## src/include/slsl_pkg.sv

```systemverilog
package slsl_pkg;
	// clock rate and derived timing
	localparam int unsigned CLK_HZ = 20_000_000;
	// power-off time that clears an overload latch, in seconds
	localparam int unsigned OVL_RESET_S = 5;
	// averaging depth of one analogue read
	localparam int unsigned ADC_SAMPLES = 16;
	localparam int unsigned ADC_SHIFT = 4;
	localparam int unsigned ADC_W = 8;
	localparam int unsigned ADC_LEVELS = 256;
	// millivolts per code step
	localparam int unsigned ADC_STEP_MV = 20;
	localparam int unsigned ACC_W = ADC_W + ADC_SHIFT;
	localparam int unsigned ANA_N = 6;
	localparam int unsigned POS_W = 32;
	// width of the step clock pulse in cycles
	localparam int unsigned PULSE_CYC = 4;
	localparam logic [2:0] PULSE_LAST = 3'h3;
	localparam logic [3:0] SAMPLE_LAST = 4'hf;
	typedef enum logic [1:0] {
		SLSL_A_IDLE = 2'b00,
		SLSL_A_REQ = 2'b01,
		SLSL_A_WAIT = 2'b10,
		SLSL_A_DONE = 2'b11
	} slsl_adc_e;
endpackage

```

## src/core/slsl_step_limit_stop.sv

```systemverilog
`timescale 1ns/1ps
// Behaviour
// one step clock pulse per commanded step
// overload switches output off, sets indicator
// overload stays latched until power-on reset
// analogue read averages sixteen conversions
// results are eight-bit codes, 20 mV steps
// analogue inputs always readable as digital
// ccw motion stops on ccw limit high
// cw motion stops on cw limit high
// limit stop skips deceleration ramp
// limit stop leaves sequencer running
// stop input low freezes program and steps
// release resumes, position counter kept
// stop input halt has no ramp
// limit, stop, digital inputs double-synchronised
module slsl_step_limit_stop #(
	parameter int unsigned ANA_N = slsl_pkg::ANA_N,
	parameter int unsigned POS_W = slsl_pkg::POS_W
) (
	input wire logic mclk_i,
	input wire logic arst_n_i,
	input wire logic step_req_i,
	input wire logic dir_cw_i,
	input wire logic limit_clockwise_i,
	input wire logic limit_counter_clockwise_i,
	input wire logic stop_n_i,
	input wire logic overload_i,
	input wire logic [ANA_N-1:0] ana_dig_i,
	input wire logic ana_rd_i,
	input wire logic [2:0] ana_sel_i,
	input wire logic [slsl_pkg::ADC_W-1:0] adc_data_i,
	input wire logic adc_valid_i,
	output logic step_clk_o,
	output logic step_taken_o,
	output logic step_blocked_o,
	output logic overload_o,
	output logic prog_run_o,
	output logic [POS_W-1:0] position_o,
	output logic [ANA_N-1:0] dig_o,
	output logic adc_start_o,
	output logic [2:0] adc_chan_o,
	output logic [slsl_pkg::ADC_W-1:0] ana_result_o,
	output logic ana_done_o
);
	import slsl_pkg::*;

	logic cw_s1_r, cw_s2_r, ccw_s1_r, ccw_s2_r, stop_s1_r, stop_s2_r;
	logic [ANA_N-1:0] dig_s1_r;
	logic [2:0] pulse_cnt_r;
	logic pulse_busy_r;
	logic pulse_end;
	logic limit_hit;
	logic step_go;
	slsl_adc_e adc_st_r;
	slsl_adc_e adc_st_nxt;
	logic read_go;
	logic smp_take;
	logic last_smp;
	logic [3:0] smp_cnt_r;
	logic [ACC_W-1:0] acc_r;

	// clockwise limit: two flops, the first stage feeds only the second
	always_ff @(posedge mclk_i or negedge arst_n_i) begin
		if (!arst_n_i) begin
			cw_s1_r <= 1'b0;
			cw_s2_r <= 1'b0;
		end else begin
			cw_s1_r <= limit_clockwise_i;
			cw_s2_r <= cw_s1_r;
		end
	end

	// counter-clockwise limit: same two-flop chain, two cycles of latency
	always_ff @(posedge mclk_i or negedge arst_n_i) begin
		if (!arst_n_i) begin
			ccw_s1_r <= 1'b0;
			ccw_s2_r <= 1'b0;
		end else begin
			ccw_s1_r <= limit_counter_clockwise_i;
			ccw_s2_r <= ccw_s1_r;
		end
	end

	// stop input resets to released so a reset alone never freezes the sequencer
	always_ff @(posedge mclk_i or negedge arst_n_i) begin
		if (!arst_n_i) begin
			stop_s1_r <= 1'b1;
			stop_s2_r <= 1'b1;
		end else begin
			stop_s1_r <= stop_n_i;
			stop_s2_r <= stop_s1_r;
		end
	end

	// digital view of each analogue pin, no mode switch needed
	genvar g;
	generate
		for (g = 0; g < ANA_N; g++) begin : g_dig
			always_ff @(posedge mclk_i or negedge arst_n_i) begin
				if (!arst_n_i) begin
					dig_s1_r[g] <= 1'b0;
					dig_o[g] <= 1'b0;
				end else begin
					dig_s1_r[g] <= ana_dig_i[g];
					dig_o[g] <= dig_s1_r[g];
				end
			end
		end
	endgenerate

	// only the limit in the direction of travel counts; the other is ignored
	always_comb begin
		limit_hit = ccw_s2_r;
		if (dir_cw_i) begin
			limit_hit = cw_s2_r;
		end
	end

	// a step is issued only when not frozen, not limited, not overloaded
	assign step_go = step_req_i && stop_s2_r && !limit_hit && !overload_o && !pulse_busy_r;
	// last cycle of a running pulse
	assign pulse_end = pulse_busy_r && (pulse_cnt_r == PULSE_LAST);

	// sequencer runs unless stop input held low; limits do not touch it
	always_ff @(posedge mclk_i or negedge arst_n_i) begin
		if (!arst_n_i) begin
			prog_run_o <= 1'b0;
		end else begin
			prog_run_o <= stop_s2_r;
		end
	end

	// overload latch: only arst clears it, i.e. power-on reset after supply removal
	always_ff @(posedge mclk_i or negedge arst_n_i) begin
		if (!arst_n_i) begin
			overload_o <= 1'b0;
		end else if (overload_i) begin
			overload_o <= 1'b1;
		end
	end

	// busy covers the whole pulse, so a request cannot retrigger it midway
	always_ff @(posedge mclk_i or negedge arst_n_i) begin
		if (!arst_n_i) begin
			pulse_busy_r <= 1'b0;
		end else if (overload_o || overload_i) begin
			pulse_busy_r <= 1'b0;
		end else if (step_go) begin
			pulse_busy_r <= 1'b1;
		end else if (pulse_end) begin
			pulse_busy_r <= 1'b0;
		end
	end

	// width counter runs only inside a pulse and holds at its last value
	always_ff @(posedge mclk_i or negedge arst_n_i) begin
		if (!arst_n_i) begin
			pulse_cnt_r <= 3'h0;
		end else if (overload_o || overload_i || step_go) begin
			pulse_cnt_r <= 3'h0;
		end else if (pulse_busy_r && !pulse_end) begin
			pulse_cnt_r <= pulse_cnt_r + 3'h1;
		end
	end

	// step clock: cut at once on overload, otherwise one fixed pulse per step
	always_ff @(posedge mclk_i or negedge arst_n_i) begin
		if (!arst_n_i) begin
			step_clk_o <= 1'b0;
		end else if (overload_o || overload_i) begin
			step_clk_o <= 1'b0;
		end else if (step_go) begin
			step_clk_o <= 1'b1;
		end else if (pulse_end) begin
			step_clk_o <= 1'b0;
		end
	end

	// accepted-step strobe; a pulse already started is cut short by overload
	always_ff @(posedge mclk_i or negedge arst_n_i) begin
		if (!arst_n_i) begin
			step_taken_o <= 1'b0;
		end else begin
			step_taken_o <= step_go && !overload_i;
		end
	end

	// refused requests are dropped, never deferred into a ramp
	always_ff @(posedge mclk_i or negedge arst_n_i) begin
		if (!arst_n_i) begin
			step_blocked_o <= 1'b0;
		end else begin
			step_blocked_o <= step_req_i && (!stop_s2_r || limit_hit);
		end
	end

	// position counter follows issued steps; held, never cleared, while frozen
	always_ff @(posedge mclk_i or negedge arst_n_i) begin
		if (!arst_n_i) begin
			position_o <= '0;
		end else if (step_go && !overload_i) begin
			position_o <= dir_cw_i ? position_o + 1'b1 : position_o - 1'b1;
		end
	end

	// read sequencing strobes; a read request is only taken from idle
	assign read_go = (adc_st_r == SLSL_A_IDLE) && ana_rd_i;
	assign smp_take = (adc_st_r == SLSL_A_WAIT) && adc_valid_i;
	assign last_smp = (smp_cnt_r == SAMPLE_LAST);

	// next state: one start per sample, sixteen samples, then one done cycle
	always_comb begin
		adc_st_nxt = adc_st_r;
		unique case (adc_st_r)
			SLSL_A_IDLE: begin
				if (ana_rd_i) begin
					adc_st_nxt = SLSL_A_WAIT;
				end
			end
			SLSL_A_REQ: begin
				adc_st_nxt = SLSL_A_WAIT;
			end
			SLSL_A_WAIT: begin
				if (adc_valid_i) begin
					adc_st_nxt = last_smp ? SLSL_A_DONE : SLSL_A_REQ;
				end
			end
			SLSL_A_DONE: begin
				adc_st_nxt = SLSL_A_IDLE;
			end
		endcase
	end

	// read state register
	always_ff @(posedge mclk_i or negedge arst_n_i) begin
		if (!arst_n_i) begin
			adc_st_r <= SLSL_A_IDLE;
		end else begin
			adc_st_r <= adc_st_nxt;
		end
	end

	// sample counter: cleared on a new read, stops at the last sample
	always_ff @(posedge mclk_i or negedge arst_n_i) begin
		if (!arst_n_i) begin
			smp_cnt_r <= 4'h0;
		end else if (read_go) begin
			smp_cnt_r <= 4'h0;
		end else if (smp_take && !last_smp) begin
			smp_cnt_r <= smp_cnt_r + 4'h1;
		end
	end

	// sum is wide enough for sixteen full-scale codes, so it never wraps
	always_ff @(posedge mclk_i or negedge arst_n_i) begin
		if (!arst_n_i) begin
			acc_r <= '0;
		end else if (read_go) begin
			acc_r <= '0;
		end else if (smp_take) begin
			acc_r <= acc_r + {{ADC_SHIFT{1'b0}}, adc_data_i};
		end
	end

	// channel is captured once per read and held for all sixteen samples
	always_ff @(posedge mclk_i or negedge arst_n_i) begin
		if (!arst_n_i) begin
			adc_chan_o <= 3'h0;
		end else if (read_go) begin
			adc_chan_o <= ana_sel_i;
		end
	end

	// conversion request: on the read itself and once after each sample but the last
	always_ff @(posedge mclk_i or negedge arst_n_i) begin
		if (!arst_n_i) begin
			adc_start_o <= 1'b0;
		end else begin
			adc_start_o <= read_go || (adc_st_r == SLSL_A_REQ);
		end
	end

	// mean is the sum shifted by four; truncation keeps it inside 8 bits
	always_ff @(posedge mclk_i or negedge arst_n_i) begin
		if (!arst_n_i) begin
			ana_result_o <= 8'h00;
			ana_done_o <= 1'b0;
		end else begin
			ana_done_o <= (adc_st_r == SLSL_A_DONE);
			if (adc_st_r == SLSL_A_DONE) begin
				ana_result_o <= acc_r[ACC_W-1:ADC_SHIFT];
			end
		end
	end
endmodule

```

## config.mk

```make
export PLATFORM = sky130hd
export DESIGN_NAME = slsl_step_limit_stop
export DESIGN_NICKNAME = d
export VERILOG_FILES = /design/src/include/slsl_pkg.sv /design/src/core/slsl_step_limit_stop.sv
export SDC_FILE = /design/constraint.sdc
export NUM_CORES = 1
export LEC_CHECK = 0
export BUFFER_PORTS_ARGS = -buffer_cell sky130_fd_sc_hd__buf_2
export CAP_MARGIN = 25
export CORE_MARGIN = 2
export CORE_UTILIZATION = 45
export DETAILED_ROUTE_END_ITERATION = 12
export HOLD_SLACK_MARGIN = 0.06
export PLACE_DENSITY = 0.66
export SYNTH_ARGS = -nofsm -noshare
export SYNTH_HDL_FRONTEND = slang
export SYNTH_SLANG_ARGS = --single-unit
export TNS_END_PERCENT = 100
```

## constraint.sdc

```tcl
create_clock -name mclk_i -period 2.5 [get_ports mclk_i]
set_input_delay 0.25 -clock mclk_i [delete_from_list [all_inputs] [get_ports mclk_i]]
set_output_delay 0.25 -clock mclk_i [all_outputs]
set_load 0.02 [all_outputs]
```

Word level (Yosys, flattened, before mapping)
Cells that the tools add are included.
{ "op_classes": {"addsub": 5, "n_eq_ne": 7, "muxes": 15, "reduce_logical": 28} }
{ "op_table": {"columns": ["op", "count"], "rows": [
  ["$add 32x1->32 const B", 1],
  ["$mux 32", 1],
  ["$sub 32x1->32 const B", 1],
  ["$mux 12", 2],
  ["$add 12x8->12", 1],
  ["$logic_and 1x1->1", 11],
  ["$mux 4", 2],
  ["$pmux 2 s4", 1],
  ["$logic_not 1->1", 7],
  ["$mux 2", 3],
  ["$mux 3", 2],
  ["$reduce_bool 2->1", 3],
  ["$add 4x1->4 const B", 1],
  ["$eq 2x2->1 const B", 2],
  ["$eq 4x4->1 const B", 1],
  ["$logic_or 1x1->1", 4],
  ["$mux 1", 4],
  ["$ne 2x2->1 const B", 2],
  ["$add 3x1->3 const B", 1],
  ["$eq 3x2->1 const B", 1],
  ["$reduce_bool 3->1", 1],
  ["$eq 2x1->1 const B", 1],
  ["$logic_not 2->1", 1],
  ["$reduce_and 2->1", 1]
]} }
{ "word_totals": {"regBits": 89, "in_bits": 27, "word_cells": 87} }

Longest topological paths before layout
{ "depth": {"word_depth": 7, "depth_mapped": 10, "ltp_nobuf": 10} }

Worst setup path before layout
OpenSTA, ideal clock, no wires.
{ "synth_timing": {"path_kind": "in2reg", "startpoint": "input port dir_cw_i", "endpoint": "register position_o[31]", "arrival_time_ns": 2.626, "required_time_ns": 2.420, "path_slack_ns": -0.206, "path_stages": 9, "cell_sequence": "inv_1 ha_1 a211oi_2 o211ai_1 a211oi_2 o21bai_2 and3_4 nor4_2 xnor2_1"} }
{ "synth_between": {"elab_chain_len": 6, "word_cells_on_any_way": 7, "cone_classes": "mux: 2; reduce/logical: 5"} }
{ "synth_lines": {"columns": ["element", "line_no", "rtl"], "rows": [
  ["start: declaration", "slsl_step_limit_stop.sv:24", "input wire logic dir_cw_i,"],
  ["$mux 1", "slsl_step_limit_stop.sv:115", "if (dir_cw_i) begin"],
  ["$logic_not 1->1", "slsl_step_limit_stop.sv:121", "assign step_go = step_req_i && stop_s2_r && !limit_hit && !overload_o && !pulse_busy_r;"],
  ["$logic_and 1x1->1 (3 in series)", "slsl_step_limit_stop.sv:121", null],
  ["$logic_and 1x1->1", "slsl_step_limit_stop.sv:202", "end else if (step_go && !overload_i) begin"],
  ["end signal: assignment", "slsl_step_limit_stop.sv:203", "position_o <= dir_cw_i ? position_o + 1'b1 : position_o - 1'b1;"],
  ["end: declaration", "slsl_step_limit_stop.sv:39", "output logic [POS_W-1:0] position_o,"]
]} }
Parallel ways exist; a longest one is shown, timed or not.
A chain may end at the register's enable or synchronous reset.

Worst setup path in the final report
{ "layout_timing": {"startpoint": "register position_o[4]", "endpoint": "register position_o[28]"} }
{ "layout_between": {"elab_chain_len": 2, "word_cells_on_any_way": 3, "cone_classes": "add/sub: 2; mux: 1"} }
{ "layout_lines": {"columns": ["element", "line_no"], "rows": [
  ["$sub 32x1->32 or $add 32x1->32 (tied branches)", "slsl_step_limit_stop.sv:203"],
  ["$mux 32 *", "slsl_step_limit_stop.sv:203"]
]} }
Mark *: on every way between the ends. The rest lies on a longest branch, timed or not.

==> impl_metrics.ini <==
[sta]
worst_slew_pin_slew_ps = 620
post-route-period-util_pct = 97.6
tns_ps = 0
whs_ps = 134
slew_headroom_pct = 58.5
slew_viol_final = 0
timing.fmax_mhz = 410
timing.final.ws_setup_ps = 59.5
period_needed_ps = 2440
rsz0062_at_grt = yes
skew_ps = 9.02
setup_viol = 0
hold_viol = 0

[clock_network]
clkSlewWorstSetupHoldPaths_ps = 70
clockBufferDepth = 2
clockRootBuffer = clkbuf_16
cts.sinks = 89
htree_levels = 3
insertion_delay_ps = 350
numCtsBuffers = 9
tritoncts = yes

[placed_design]
gp_congestion = 0.913
hpwlAfterDp_um = 9700
pre_cts_ws_ps = -238
port_buffers = 82
post-place-cells = 838
placed_area_mm2 = 0.00649

[synthesis]
ys.flop_type = dfrtp_1
synth_cell_types = 64
synthCells = 535
avgSynthCellArea_um2 = 9.78
synth_edf_count = 0
syn_area_mm2 = 0.00523
yosys_warnings = 0
yosysSeqAreaShare_pct = 42.6
async_flop_share_pct = 100
synth_fp_nets = 605
synth_seq_cells = 89

[layout]
fin_util_pct = 61.3
final_cell_mix = buf_4, dfrtp_1, buf_2, nand2_1, o21ai_0
area_growth_pct = 33.2
diodes = 0
final_common_cell = buf_4
fill_cells = 941
finalNonFillerCells = 865
drive_gt1_share_pct = 33.5
fin_area_mm2 = 0.00697
final_nets = 787

[critical_path]
r2r_start = position_o[4]
cp_cell_sequence = ha_1 -> a21o_1 -> a21oi_1 -> a21oi_2 -> o41ai_2 -> buf_4 -> o21ai_0 -> buf_4 -> xnor2_1 -> o21ai_0
r2r_end = position_o[28]
crit_slowest_cell = dfrtp_1
arrival_ps = 2660
r2r_slack_ps = 60
required_ps = 2720
crit_type = reg -> reg
crit_path_end_kind = flip-flop
startpoint_type = flip-flop
rr_worst_depth = 10
critPathMaxFanout = 5
crit_path_max_incr_delay_ps = 420

[power]
power.total_mw = 4.24
leakagePower_nw = 3.48
irDropWorstVdd_uv = 642
power-per-cell-area_mw_per_mm2 = 608

[detailed_routing]
wl_per_cell_um = 15.0
finalWirelength_um = 12900
drt-pass1-iter-count = 4
vias = 4604
drc = 0
viasPerCell = 5.32
drtAntennaViolNets = 0
first_iter_violations = 232

[floorplanning]
dieArea_mm2 = 0.0125
num_rows = 39
start_util_pct = 46.0
die_w_um = 112
core_area_mm2 = 0.0114
io_pins = 83
die_h_um = 112

[global_routing]
antenna_found_initial = 0
grt_pass1_wl_um = 21500
grt_pass1_vias = 4671
grt_use_total_pct = 21.2
gr-total-overflow = 0
grt_max_degree = 52

[min_path]
whs_path_depth = 2
worstHoldStart = ana_sel_i[1]
min_to = adc_chan_o[1]
hold_class = in -> reg

[job]
max_cap_violations = 0

[run_status]
outcome = completed
-- how the worst max path moves through the flow --
stage / start / endpoint / cells past startpoint
after floorplan: dir_cw_i / position_o[31] / 9
after global placement: dir_cw_i / position_o[30] / 12
after detailed placement: dir_cw_i / position_o[31] / 11
after CTS: position_o[0] / position_o[30] / 10
after global routing: position_o[24] / position_o[31] / 8
final: position_o[4] / position_o[28] / 10
-- state kept, by name, indices dropped and copies added (netlist names), 2 cells and up --
register and count:
acc_r 12, adc_chan_o 3, position_o 32, ana_result_o 8
pulse_cnt_r 3, adc_st_r 2, dig_o 6, smp_cnt_r 4
dig_s1_r 6
-- cells by family after synthesis --
family          after synthesis  synth area share, %
mux                          17                 3.56
fa+ha+maj                    43                 10.6
flops                        89                 42.6
compound gates              159                 19.5
buf+inv                      44                 4.16
xor+xnor                     39                 6.53
simple gates                144                 13.1
-- cell type report --
| type | instances | area [um2] | share of cell area [%] |
|---|---|---|---|
| multi-input cells | 402 | 2890 | 41.4 |
| flip-flops and latches | 89 | 2230 | 32.0 |
| repair buffers | 196 | 1320 | 18.9 |
| clock buffers | 11 | 233 | 3.34 |
| well taps | 143 | 179 | 2.57 |
| inverters | 19 | 80.1 | 1.15 |
| clock inverters | 5 | 42.5 | 0.611 |
-- cell usage after synthesis, drive strengths merged (5+ instances only) --
master,number,area [um2]
a211oi,5,47.5
dfrtp,87,2180
clkbuf,22,118
nand2,56,210
a21boi,5,37.5
nand4,16,100
o21bai,5,41.3
xor2,16,140
xnor2,23,201
nand3,9,45.0
nor3,8,40.0
mux2,13,146
a22o,9,78.8
inv,18,67.6
ha,41,513
nor2,30,113
a21oi,37,189
a21o,14,105
o21ai,53,265
o211ai,7,52.6
-- worst max-delay path, delay by kind of cell, from the launching register on --
kind,cells,cell delay (ps)
buffers and inverters,2,350
adders and majority gates,1,360
DFF,1,420
AOI/OAI and AO/OA,6,1070
xor gates and xnor gates,1,110
-- power by group --
part           leakage, nW  switching, mW  total (mW)  internal, mW
Clock                0.124          0.584        1.27         0.683
Combinational         2.19          0.660        1.24         0.578
Sequential            1.16          0.115        1.73          1.62
Total                 3.48           1.36        4.24          2.88
-- layer usage --
| layer | up-vias | GRT usage, % | wire length (um) |
|---|---|---|---|
| li1 | 2289 | - | - |
| met2 | 111 | 35.9 | 6360 |
| met5 | - | 0 | 0 |
| met3 | 28 | 3.48 | 514 |
| met1 | 2176 | 26.1 | 5680 |
| met4 | 0 | 10.7 | 380 |
-- repair_timing --
action	4_1_cts	5_1_grt
setup buffers	0	1
resized for setup	2	23
hold endpoints to repair	45	0
endpoints found under the setup margin	2	11
gates cloned	0	0
hold buffers	10	0
pin swaps	0	5
Power figures use the tool's default switching activity.
